==> src/design/aic_regs.vh <==
// Purpose: register addresses, reset values and field positions of the analog input conditioning block
// Assumes: included by every design file of the block
// Notes:   definitions only
`ifndef AIC_REGS_VH
`define AIC_REGS_VH

`define AIC_ADDR_RAW        6'h00
`define AIC_ADDR_DIAG       6'h06
`define AIC_ADDR_HWREV      6'h10
`define AIC_ADDR_HWOFS      6'h11
`define AIC_ADDR_HWGAIN     6'h12
`define AIC_ADDR_MFOFS      6'h13
`define AIC_ADDR_MFSCALE    6'h14
`define AIC_ADDR_UPLIM      6'h15
`define AIC_ADDR_LOLIM      6'h16
`define AIC_ADDR_ADCPRE     6'h17
`define AIC_ADDR_CODE       6'h1F
`define AIC_ADDR_FEAT       6'h20
`define AIC_ADDR_USOFS      6'h21
`define AIC_ADDR_USSCALE    6'h22
`define AIC_ADDR_LIM1       6'h23
`define AIC_ADDR_LIM2       6'h24

`define AIC_RST_HWOFS       16'h0000
`define AIC_RST_HWGAIN      16'h1000
`define AIC_RST_MFOFS       16'h0000
`define AIC_RST_MFSCALE     16'h2002
`define AIC_RST_UPLIM       16'h0FFF
`define AIC_RST_LOLIM       16'h0000
`define AIC_RST_ADCPRE      16'h1000
`define AIC_RST_FEAT        16'h1106
`define AIC_RST_USOFS       16'h0000
`define AIC_RST_USSCALE     16'h0100
`define AIC_RST_ZERO        16'h0000
`define AIC_CODE_WORD       16'h1235

`define AIC_FB_USER         0
`define AIC_FB_MFR          1
`define AIC_FB_WDOG         2
`define AIC_FB_SIGNMAG      3
`define AIC_FB_PACKED       4
`define AIC_FB_RANGE        8
`define AIC_FB_LIM1         9
`define AIC_FB_LIM2         10
`define AIC_FB_FILT         11

`define AIC_CB_REG          7
`define AIC_CB_WR           6

`define AIC_SHIFT_HW        12
`define AIC_SHIFT_MFR       10
`define AIC_SHIFT_USER      8

`define AIC_ST_ERR          6
`define AIC_ST_OVR          1
`define AIC_ST_UNR          0

`define AIC_CMP_OFF         2'h0
`define AIC_CMP_BELOW       2'h1
`define AIC_CMP_ABOVE       2'h2
`define AIC_CMP_EQUAL       2'h3

`define AIC_PACK_LSB        3
`define AIC_TEN_VOLT        16'h0FFF

`endif

==> src/design/aic_limit_cmp.v <==
// Purpose: compare one value against one limit and give a two-bit code
// Assumes: signed 16-bit operands
// Notes:   used once per limit per channel
`timescale 1ns/1ps
`default_nettype none
`include "aic_regs.vh"

module aic_limit_cmp (
  input  wire        enable_in,
  input  wire [15:0] value_in,
  input  wire [15:0] limit_in,
  output reg  [1:0]  code_out
);

  always @* begin
    if (!enable_in)
      code_out = `AIC_CMP_OFF;
    else if ($signed(value_in) < $signed(limit_in))
      code_out = `AIC_CMP_BELOW;
    else if ($signed(value_in) > $signed(limit_in))
      code_out = `AIC_CMP_ABOVE;
    else
      code_out = `AIC_CMP_EQUAL;
  end

endmodule // aic_limit_cmp
`default_nettype wire

==> src/design/aic_channel.v <==
// Purpose: register set and process-data conditioning of one analog input channel
// Assumes: register access by control byte and data word, one access per strobe
// Notes:   one instance per channel; conversion samples arrive as a one-cycle strobe
`timescale 1ns/1ps
`default_nettype none
`include "aic_regs.vh"

module aic_channel #(
  parameter [15:0] HW_REVISION = 16'h0001,  // arbitrary value
  parameter        WDOG_CYCLES = 2500000    // 100 ms at 25 MHz
) (
  input  wire        clk_in,
  input  wire        sys_rst_in,
  input  wire        acc_strobe_in,
  input  wire [7:0]  ctrl_byte_in,
  input  wire [15:0] wr_data_in,
  input  wire        sample_valid_in,
  input  wire [15:0] sample_in,
  input  wire        error_in,
  input  wire        bus_activity_in,
  output reg  [7:0]  status_byte_out,
  output reg  [15:0] rd_data_out,
  output reg  [15:0] process_data_out,
  output reg         process_valid_out,
  output reg  [15:0] adc_offset_out,
  output reg         wdog_expired_out
);

  // ----------------------------------------------------------------
  // registers
  // ----------------------------------------------------------------
  reg [15:0] raw_reg;
  reg [15:0] hw_ofs_reg;
  reg [15:0] hw_gain_reg;
  reg [15:0] mf_ofs_reg;
  reg [15:0] mf_scale_reg;
  reg [15:0] up_lim_reg;
  reg [15:0] lo_lim_reg;
  reg [15:0] adc_pre_reg;
  reg [15:0] code_reg;
  reg [15:0] feat_reg;
  reg [15:0] us_ofs_reg;
  reg [15:0] us_scale_reg;
  reg [15:0] lim1_reg;
  reg [15:0] lim2_reg;
  reg        ovr_reg;
  reg        unr_reg;
  reg [1:0]  cmp1_reg;
  reg [1:0]  cmp2_reg;
  reg [15:0] tap1_reg;
  reg [15:0] tap2_reg;
  reg [31:0] wdog_reg;

  wire [5:0] addr       = ctrl_byte_in[5:0];
  wire       reg_mode   = acc_strobe_in & ctrl_byte_in[`AIC_CB_REG];
  wire       write_not_read_flag = ctrl_byte_in[`AIC_CB_WR];
  wire       wr_en      = reg_mode & write_not_read_flag;
  wire       unlocked   = (code_reg == `AIC_CODE_WORD);
  wire       prot_wr    = wr_en & unlocked;

  // ----------------------------------------------------------------
  // conditioning path
  // ----------------------------------------------------------------
  reg signed [31:0] s_hw;
  reg signed [31:0] s_mf;
  reg signed [31:0] s_us;
  reg signed [15:0] s_sat;
  reg signed [15:0] s_lim;
  reg signed [17:0] s_fir;
  reg signed [15:0] s_out;
  reg signed [15:0] s_mag;
  reg               over_ten;
  reg               ovr_next;
  reg               unr_next;
  reg        [15:0] fmt_next;

  // saturate a wide signed value into 16 bits
  function signed [15:0] sat16;
    input signed [31:0] v;
    begin
      if (v > 32'sd32767)
        sat16 = 16'sh7FFF;
      else if (v < -32'sd32768)
        sat16 = 16'sh8000;
      else
        sat16 = v[15:0];
    end
  endfunction

  always @* begin
    s_hw = (($signed(sample_in) * $signed(hw_gain_reg)) >>> `AIC_SHIFT_HW) + $signed(hw_ofs_reg);
    if (feat_reg[`AIC_FB_MFR])
      s_mf = (($signed(sat16(s_hw)) * $signed(mf_scale_reg)) >>> `AIC_SHIFT_MFR) + $signed(mf_ofs_reg);
    else
      s_mf = s_hw;
    if (feat_reg[`AIC_FB_USER])
      s_us = (($signed(sat16(s_mf)) * $signed(us_scale_reg)) >>> `AIC_SHIFT_USER) + $signed(us_ofs_reg);
    else
      s_us = s_mf;
    s_sat    = sat16(s_us);
    s_lim    = s_sat;
    ovr_next = 1'b0;
    unr_next = 1'b0;
    if (feat_reg[`AIC_FB_RANGE]) begin
      if (s_sat > $signed(up_lim_reg)) begin
        ovr_next = 1'b1;
        s_lim    = $signed(up_lim_reg);
      end
      if (s_sat < $signed(lo_lim_reg)) begin
        unr_next = 1'b1;
        s_lim    = $signed(lo_lim_reg);
      end
    end
    s_fir = ({{2{s_lim[15]}}, s_lim} + {{1{tap1_reg[15]}}, tap1_reg, 1'b0}
            + {{2{tap2_reg[15]}}, tap2_reg}) >>> 2;
    s_out = feat_reg[`AIC_FB_FILT] ? s_fir[15:0] : s_lim;
    fmt_next = s_out;
    s_mag    = -s_out;
    // saturate first so a wrapped hw result cannot hide an overflow
    over_ten = (sat16(s_hw) > $signed(`AIC_TEN_VOLT));
    if (feat_reg[`AIC_FB_SIGNMAG] && s_out[15])
      fmt_next = {1'b1, s_mag[14:0]};
    // packed status format
    // low bits are overwritten; the user stage must scale to free them
    if (feat_reg[`AIC_FB_PACKED])
      fmt_next = {fmt_next[15:`AIC_PACK_LSB], 1'b0, error_in, over_ten};
  end

  wire [1:0] cmp1_next;
  wire [1:0] cmp2_next;

  aic_limit_cmp u_cmp1 (
    .enable_in (feat_reg[`AIC_FB_LIM1]),
    .value_in  (s_out),
    .limit_in  (lim1_reg),
    .code_out  (cmp1_next)
  );

  aic_limit_cmp u_cmp2 (
    .enable_in (feat_reg[`AIC_FB_LIM2]),
    .value_in  (s_out),
    .limit_in  (lim2_reg),
    .code_out  (cmp2_next)
  );

  // ----------------------------------------------------------------
  // process status byte
  // ----------------------------------------------------------------
  // disabled compare reads off at once, not at the next sample
  wire [1:0] lim1_code = feat_reg[`AIC_FB_LIM1] ? cmp1_reg : `AIC_CMP_OFF;
  wire [1:0] lim2_code = feat_reg[`AIC_FB_LIM2] ? cmp2_reg : `AIC_CMP_OFF;
  wire [7:0] stat_proc = {1'b0, error_in, lim2_code[0], lim2_code[1], lim1_code[0], lim1_code[1], ovr_reg, unr_reg};

  // ----------------------------------------------------------------
  // sequential
  // ----------------------------------------------------------------
  always @(posedge clk_in) begin
    if (sys_rst_in) begin
      raw_reg      <= `AIC_RST_ZERO;
      hw_ofs_reg   <= `AIC_RST_HWOFS;
      hw_gain_reg  <= `AIC_RST_HWGAIN;
      mf_ofs_reg   <= `AIC_RST_MFOFS;
      mf_scale_reg <= `AIC_RST_MFSCALE;
      up_lim_reg   <= `AIC_RST_UPLIM;
      lo_lim_reg   <= `AIC_RST_LOLIM;
      adc_pre_reg  <= `AIC_RST_ADCPRE;
      code_reg     <= `AIC_RST_ZERO;
      feat_reg     <= `AIC_RST_FEAT;
      us_ofs_reg   <= `AIC_RST_USOFS;
      us_scale_reg <= `AIC_RST_USSCALE;
      lim1_reg     <= `AIC_RST_ZERO;
      lim2_reg     <= `AIC_RST_ZERO;
      ovr_reg      <= 1'b0;
      unr_reg      <= 1'b0;
      cmp1_reg     <= `AIC_CMP_OFF;
      cmp2_reg     <= `AIC_CMP_OFF;
      tap1_reg     <= `AIC_RST_ZERO;
      tap2_reg     <= `AIC_RST_ZERO;
      process_data_out  <= `AIC_RST_ZERO;
      process_valid_out <= 1'b0;
      rd_data_out       <= `AIC_RST_ZERO;
      status_byte_out   <= 8'h00;
      adc_offset_out    <= `AIC_RST_ADCPRE;
      wdog_reg          <= 32'h0;
      wdog_expired_out  <= 1'b0;
    end else begin
      process_valid_out <= sample_valid_in;
      // converter offset preset
      // registered copy: the converter sees a new preset one cycle after the write
      adc_offset_out <= adc_pre_reg;
      if (sample_valid_in) begin
        raw_reg          <= sample_in;
        process_data_out <= fmt_next;
        ovr_reg          <= ovr_next;
        unr_reg          <= unr_next;
        cmp1_reg         <= cmp1_next;
        cmp2_reg         <= cmp2_next;
        tap1_reg         <= s_lim;
        tap2_reg         <= tap1_reg;
      end
      if (wr_en && addr == `AIC_ADDR_CODE)
        code_reg <= wr_data_in;
      if (prot_wr) begin
        case (addr)
          `AIC_ADDR_HWOFS:   hw_ofs_reg   <= wr_data_in;
          `AIC_ADDR_HWGAIN:  hw_gain_reg  <= wr_data_in;
          `AIC_ADDR_MFOFS:   mf_ofs_reg   <= wr_data_in;
          `AIC_ADDR_MFSCALE: mf_scale_reg <= wr_data_in;
          `AIC_ADDR_UPLIM:   up_lim_reg   <= wr_data_in;
          `AIC_ADDR_LOLIM:   lo_lim_reg   <= wr_data_in;
          `AIC_ADDR_ADCPRE:  adc_pre_reg  <= wr_data_in;
          `AIC_ADDR_FEAT:    feat_reg     <= wr_data_in;
          `AIC_ADDR_USOFS:   us_ofs_reg   <= wr_data_in;
          `AIC_ADDR_USSCALE: us_scale_reg <= wr_data_in;
          `AIC_ADDR_LIM1:    lim1_reg     <= wr_data_in;
          `AIC_ADDR_LIM2:    lim2_reg     <= wr_data_in;
          default: ;
        endcase
      end
      if (reg_mode) begin
        status_byte_out <= ctrl_byte_in;
        if (write_not_read_flag)
          rd_data_out <= `AIC_RST_ZERO;
        else begin
          case (addr)
            `AIC_ADDR_RAW:     rd_data_out <= raw_reg;
            `AIC_ADDR_DIAG:    rd_data_out <= {8'h00, stat_proc};
            `AIC_ADDR_HWREV:   rd_data_out <= HW_REVISION;
            `AIC_ADDR_HWOFS:   rd_data_out <= hw_ofs_reg;
            `AIC_ADDR_HWGAIN:  rd_data_out <= hw_gain_reg;
            `AIC_ADDR_MFOFS:   rd_data_out <= mf_ofs_reg;
            `AIC_ADDR_MFSCALE: rd_data_out <= mf_scale_reg;
            `AIC_ADDR_UPLIM:   rd_data_out <= up_lim_reg;
            `AIC_ADDR_LOLIM:   rd_data_out <= lo_lim_reg;
            `AIC_ADDR_ADCPRE:  rd_data_out <= adc_pre_reg;
            `AIC_ADDR_CODE:    rd_data_out <= unlocked ? code_reg : `AIC_RST_ZERO;
            `AIC_ADDR_FEAT:    rd_data_out <= feat_reg;
            `AIC_ADDR_USOFS:   rd_data_out <= us_ofs_reg;
            `AIC_ADDR_USSCALE: rd_data_out <= us_scale_reg;
            `AIC_ADDR_LIM1:    rd_data_out <= lim1_reg;
            `AIC_ADDR_LIM2:    rd_data_out <= lim2_reg;
            default:           rd_data_out <= `AIC_RST_ZERO;
          endcase
        end
      end else if (acc_strobe_in) begin
        status_byte_out <= stat_proc;
      end
      // watchdog: no bus traffic for the timeout raises expiry
      if (!feat_reg[`AIC_FB_WDOG] || bus_activity_in) begin
        wdog_reg         <= 32'h0;
        wdog_expired_out <= 1'b0;
      end else if (wdog_reg == WDOG_CYCLES - 1)
        wdog_expired_out <= 1'b1;
      else
        wdog_reg <= wdog_reg + 32'h1;
    end
  end

endmodule // aic_channel
`default_nettype wire

==> config.mk <==
export PLATFORM = sky130hd
export DESIGN_NAME = aic_channel
export DESIGN_NICKNAME = d
export VERILOG_FILES = /design/src/design/aic_limit_cmp.v /design/src/design/aic_channel.v
export VERILOG_INCLUDE_DIRS = /design/src /design/src/design
export SDC_FILE = /design/constraint.sdc
export NUM_CORES = 2
export LEC_CHECK = 0
export ABC_AREA = 1
export BUFFER_PORTS_ARGS = -buffer_cell sky130_fd_sc_hd__buf_2
export CORE_MARGIN = 1.5
export CORE_UTILIZATION = 66
export CTS_CLUSTER_DIAMETER = 60
export DETAILED_ROUTE_END_ITERATION = 10
export PLACE_DENSITY = 0.79
export SETUP_SLACK_MARGIN = 0.4
export SLEW_MARGIN = 20
export SYNTH_ARGS = -nofsm -noshare
export SYNTH_HDL_FRONTEND = slang
export SYNTH_SLANG_ARGS = --single-unit
==> constraint.sdc <==
create_clock -name clk_in -period 48.7 [get_ports clk_in]
set_clock_uncertainty 0.15 [all_clocks]
set_input_delay 9.74 -clock clk_in [delete_from_list [all_inputs] [get_ports clk_in]]
set_output_delay 9.74 -clock clk_in [all_outputs]
set_load 0.1 [all_outputs]
==> impl_metrics.env <==
export IMPL_crit_top_cell="nand2_1"
export IMPL_clkSinkCount=352
export IMPL_dpl_cell_count=7901
export IMPL_maxCapViolCount=0
export IMPL_largest_reg_flops=32
export IMPL_cts_resized_gates=0
export IMPL_syn_cell_area_um2=51720
export IMPL_grt_max_degree=87
export IMPL_instances_no_fill=7976
export IMPL_routed_via_density=5.881
export IMPL_critPathCaptureType="flop"
export IMPL_p_per_area_nw_per_um2=31.79
export IMPL_timing_hold_ws_ns=0.3105
export IMPL_start_kind="input port"
export IMPL_slowest_delay_ns=1.00
export IMPL_crit_slowest_cell="a21oi_1"
export IMPL_drive_gt1_share_pct=4.470
export IMPL_utilization_pct=70.33
export IMPL_grt_use_total_pct=42.78
export IMPL_period_minus_slack_ns=45.16
export IMPL_drt_wl_total_mm=169.3
export IMPL_cts_buffers=40
export IMPL_hpwl_mm=135.0
export IMPL_start_util_pct=66.76
export IMPL_hold_path_class="reg2reg"
export IMPL_crit_buf_inv=30
export IMPL_ant_nets=0
export IMPL_syn_num_nets=8200
export IMPL_drc=0
export IMPL_cts_hold_buf=0
export IMPL_ys_ff_latch=352
export IMPL_core_area_um2=77470
export IMPL_critical_path_peak_fanout=29
export IMPL_avgSynthCellArea_um2=7.431
export IMPL_ys_seq_area_share_pct=13.62
export IMPL_worstSkewPairLatency_ns=0.60
export IMPL_numPortBuffers=103
export IMPL_crit_family="adder cells"
export IMPL_dieArea_um2=80050
export IMPL_via_count=46910
export IMPL_crit_type="in2reg"
export IMPL_nNetsFinal=8143
export IMPL_clk_pin_slew_ns=0.06
export IMPL_slew_headroom_pct=14.64
export IMPL_gp_routability_congestion=1.077
export IMPL_synth_flop_cell="dfxtp_1"
export IMPL_yosysWarningCount=0
export IMPL_ys_types=65
export IMPL_first_iter_violations=5446
export IMPL_fmax_ghz=0.02215
export IMPL_die_w_um=282.9
export IMPL_io_pins=104
export IMPL_drv_slew=0
export IMPL_tritoncts="built"
export IMPL_overflow=0
export IMPL_power_mw=1.732
export IMPL_rows=102
export IMPL_worstMarginPinSlew_ns=1.280
export IMPL_cts_max_level=2
export IMPL_rsz0062_at_grt="no"
export IMPL_placed_cell_area_um2=52980
export IMPL_place_ws_ns=3.934
export IMPL_die_y_um=282.9
export IMPL_layout_setup_ws_ns=3.544
export IMPL_worst_endpoint_required_ns=48.98
export IMPL_critPathArrivalTime_ns=45.43
export IMPL_ir_worst_vdd_v=0.00003751
export IMPL_hold_violations=0
export IMPL_finalSetupViolCount=0
export IMPL_grt_pass1_vias=46780
export IMPL_finalSetupTns_ns=0
export IMPL_routedWlPerCell_um=21.22
export IMPL_post_route_period_util_pct=92.72
export IMPL_leakage_nw=28.47
export IMPL_status="completed"
export IMPL_clockRootBuffer="clkbuf_16"
export IMPL_synth_async_reset_ratio_pct=0
export IMPL_antenna_found_initial=4
export IMPL_area_growth_pct=5.339
export IMPL_final_cell_area_um2=54480
export IMPL_synth_edf_count=0
export IMPL_postCtsSetupRepairBufs=0
export IMPL_cts_buffer_depth=3
export IMPL_firstDrtPassIters=7
export IMPL_grt_first_pass_wirelength_mm=265.1
export IMPL_netlist_instances=6960
==> cells by family (layout without fill, tap and decap cells) <==
logic type	count (synthesis)	count (layout)	share of synthesized area, %
and+or+nand+nor	2437	2437	19.37
buffers and inverters	1856	1831	13.51
adders and majority gates	1194	1194	40.54
AOI/OAI and AO/OA	1001	1001	10.92
DFF	352	352	13.62
xor gates and xnor gates	119	119	2.015
muxes	1	1	0.01935
other	0	1	0
==> worst reg2reg max path, delay by kind of cell, from the launching register on <==
kind / cells / cell delay (ns)
fa+ha+maj: 28 / 12.53
compound gates: 52 / 10.92
simple gates: 65 / 7.98
buf+inv: 30 / 3.34
xor+xnor: 5 / 0.82
flops: 1 / 0.43
==> synthesized netlist by cell type (4+ instances only) <==
cell type  number  area share [%]
o221ai_1        9            0.15
nor2_1        599             4.3
o2111ai_1      12            0.20
nand2_2        13            0.16
a211oi_1        7            0.10
ha_1          391             9.5
xnor2_1        41            0.69
nor4_1         18            0.22
nand3_1       249             2.4
o21a_1          7            0.10
inv_1        1570              11
clkbuf_1      228             1.7
a2111oi_0      11            0.19
clkinv_1       22            0.16
o22ai_1        35            0.42
nand2_4         4           0.087
a21o_1         13            0.19
o21ai_0       344             3.3
o21ai_2         4           0.068
o21bai_1       23            0.33
dfxtp_1       352              14
nor2_2          5           0.060
nand3b_1       13            0.19
buf_2           5           0.048
buf_1          16            0.12
o211ai_1       40            0.58
a21oi_1       412             4.0
inv_2          11           0.080
or2_2          10            0.12
xor2_1         78             1.3
nand2_1      1385              10
a31oi_1        13            0.16
and2_1         10            0.12
nor3_1         54            0.52
a221oi_1       24            0.41
fa_1          803              31
o21ai_1        22            0.21
nand3_2         8            0.15
nand4_1        58            0.70
==> cells in the final DEF, fill, tap and decap left out, drive strengths merged, types with 3 or more instances in the layout <==
cell      synthesis  layout
or2              10      10
a21oi           413     413
ha              391     391
clkinv           23      32
nand2          1402    1402
fa              803     803
a31oi            14      14
a211oi            8       8
o22ai            35      35
o21ai           371     371
clkbuf          228      52
o221ai            9       9
buf              24     153
nand3           259     259
dfxtp           352     352
inv            1581    1586
o2111ai          12      12
a221oi           24      24
and2             10      10
o31ai             3       3
bufinv            0       5
o21a              8       8
xor2             78      78
o21bai           23      23
xnor2            41      41
clkinvlp          0       3
o211ai           43      43
a2111oi          11      11
nand4            59      59
nand3b           13      13
nor4             18      18
nor2            607     607
a21o             13      13
nor3             55      55
==> where the power goes <==
| part | internal, mW | switching, mW |
|---|---|---|
| Sequential | 0.301 | 0.0116 |
| Combinational | 0.336 | 0.746 |
| Clock | 0.197 | 0.141 |
| Total | 0.834 | 0.898 |
==> metal layers <==
layer | share of wire, % | vias to the layer above | GRT usage [%] | wire length (µm)
li1 | - | 21180 | - | -
met1 | 38 | 22340 | 57.75 | 65160
met2 | 44 | 2801 | 65.56 | 73940
met3 | 12 | 586 | 9.807 | 20680
met4 | 5.6 | 2 | 19.97 | 9453
met5 | 0.014 | - | 0 | 24
==> final cells by class <==
| class | count | area, µm² |
|---|---|---|
| Clock inverter | 22 | 336.6 |
| Multi-Input combinational cell | 4752 | 37730 |
| Fill cell | 6500 | 22990 |
| Inverter | 1604 | 6027 |
| Sequential cell | 352 | 7047 |
| Antenna cell | 1 | 2.502 |
| Tap cell | 1040 | 1301 |
| Timing Repair Buffer | 153 | 890.9 |
| Clock buffer | 52 | 1147 |
==> worst paths after layout <==
check	from	endpoint	slack, ns	cells after the start
hold reg to reg	rd_data_out[12]$_SDFFE_PP0P_	rd_data_out[12]$_SDFFE_PP0P_	0.31	2
setup / recovery	sample_in[6]	cmp2_reg[0]$_SDFFE_PP0P_	3.54	180
hold / removal	rd_data_out[12]$_SDFFE_PP0P_	rd_data_out[12]$_SDFFE_PP0P_	0.31	2
setup reg to reg	hw_gain_reg[1]$_SDFFE_PP0P_	cmp2_reg[0]$_SDFFE_PP0P_	12.32	180
No activity file was read; power rests on OpenSTA's default activity.
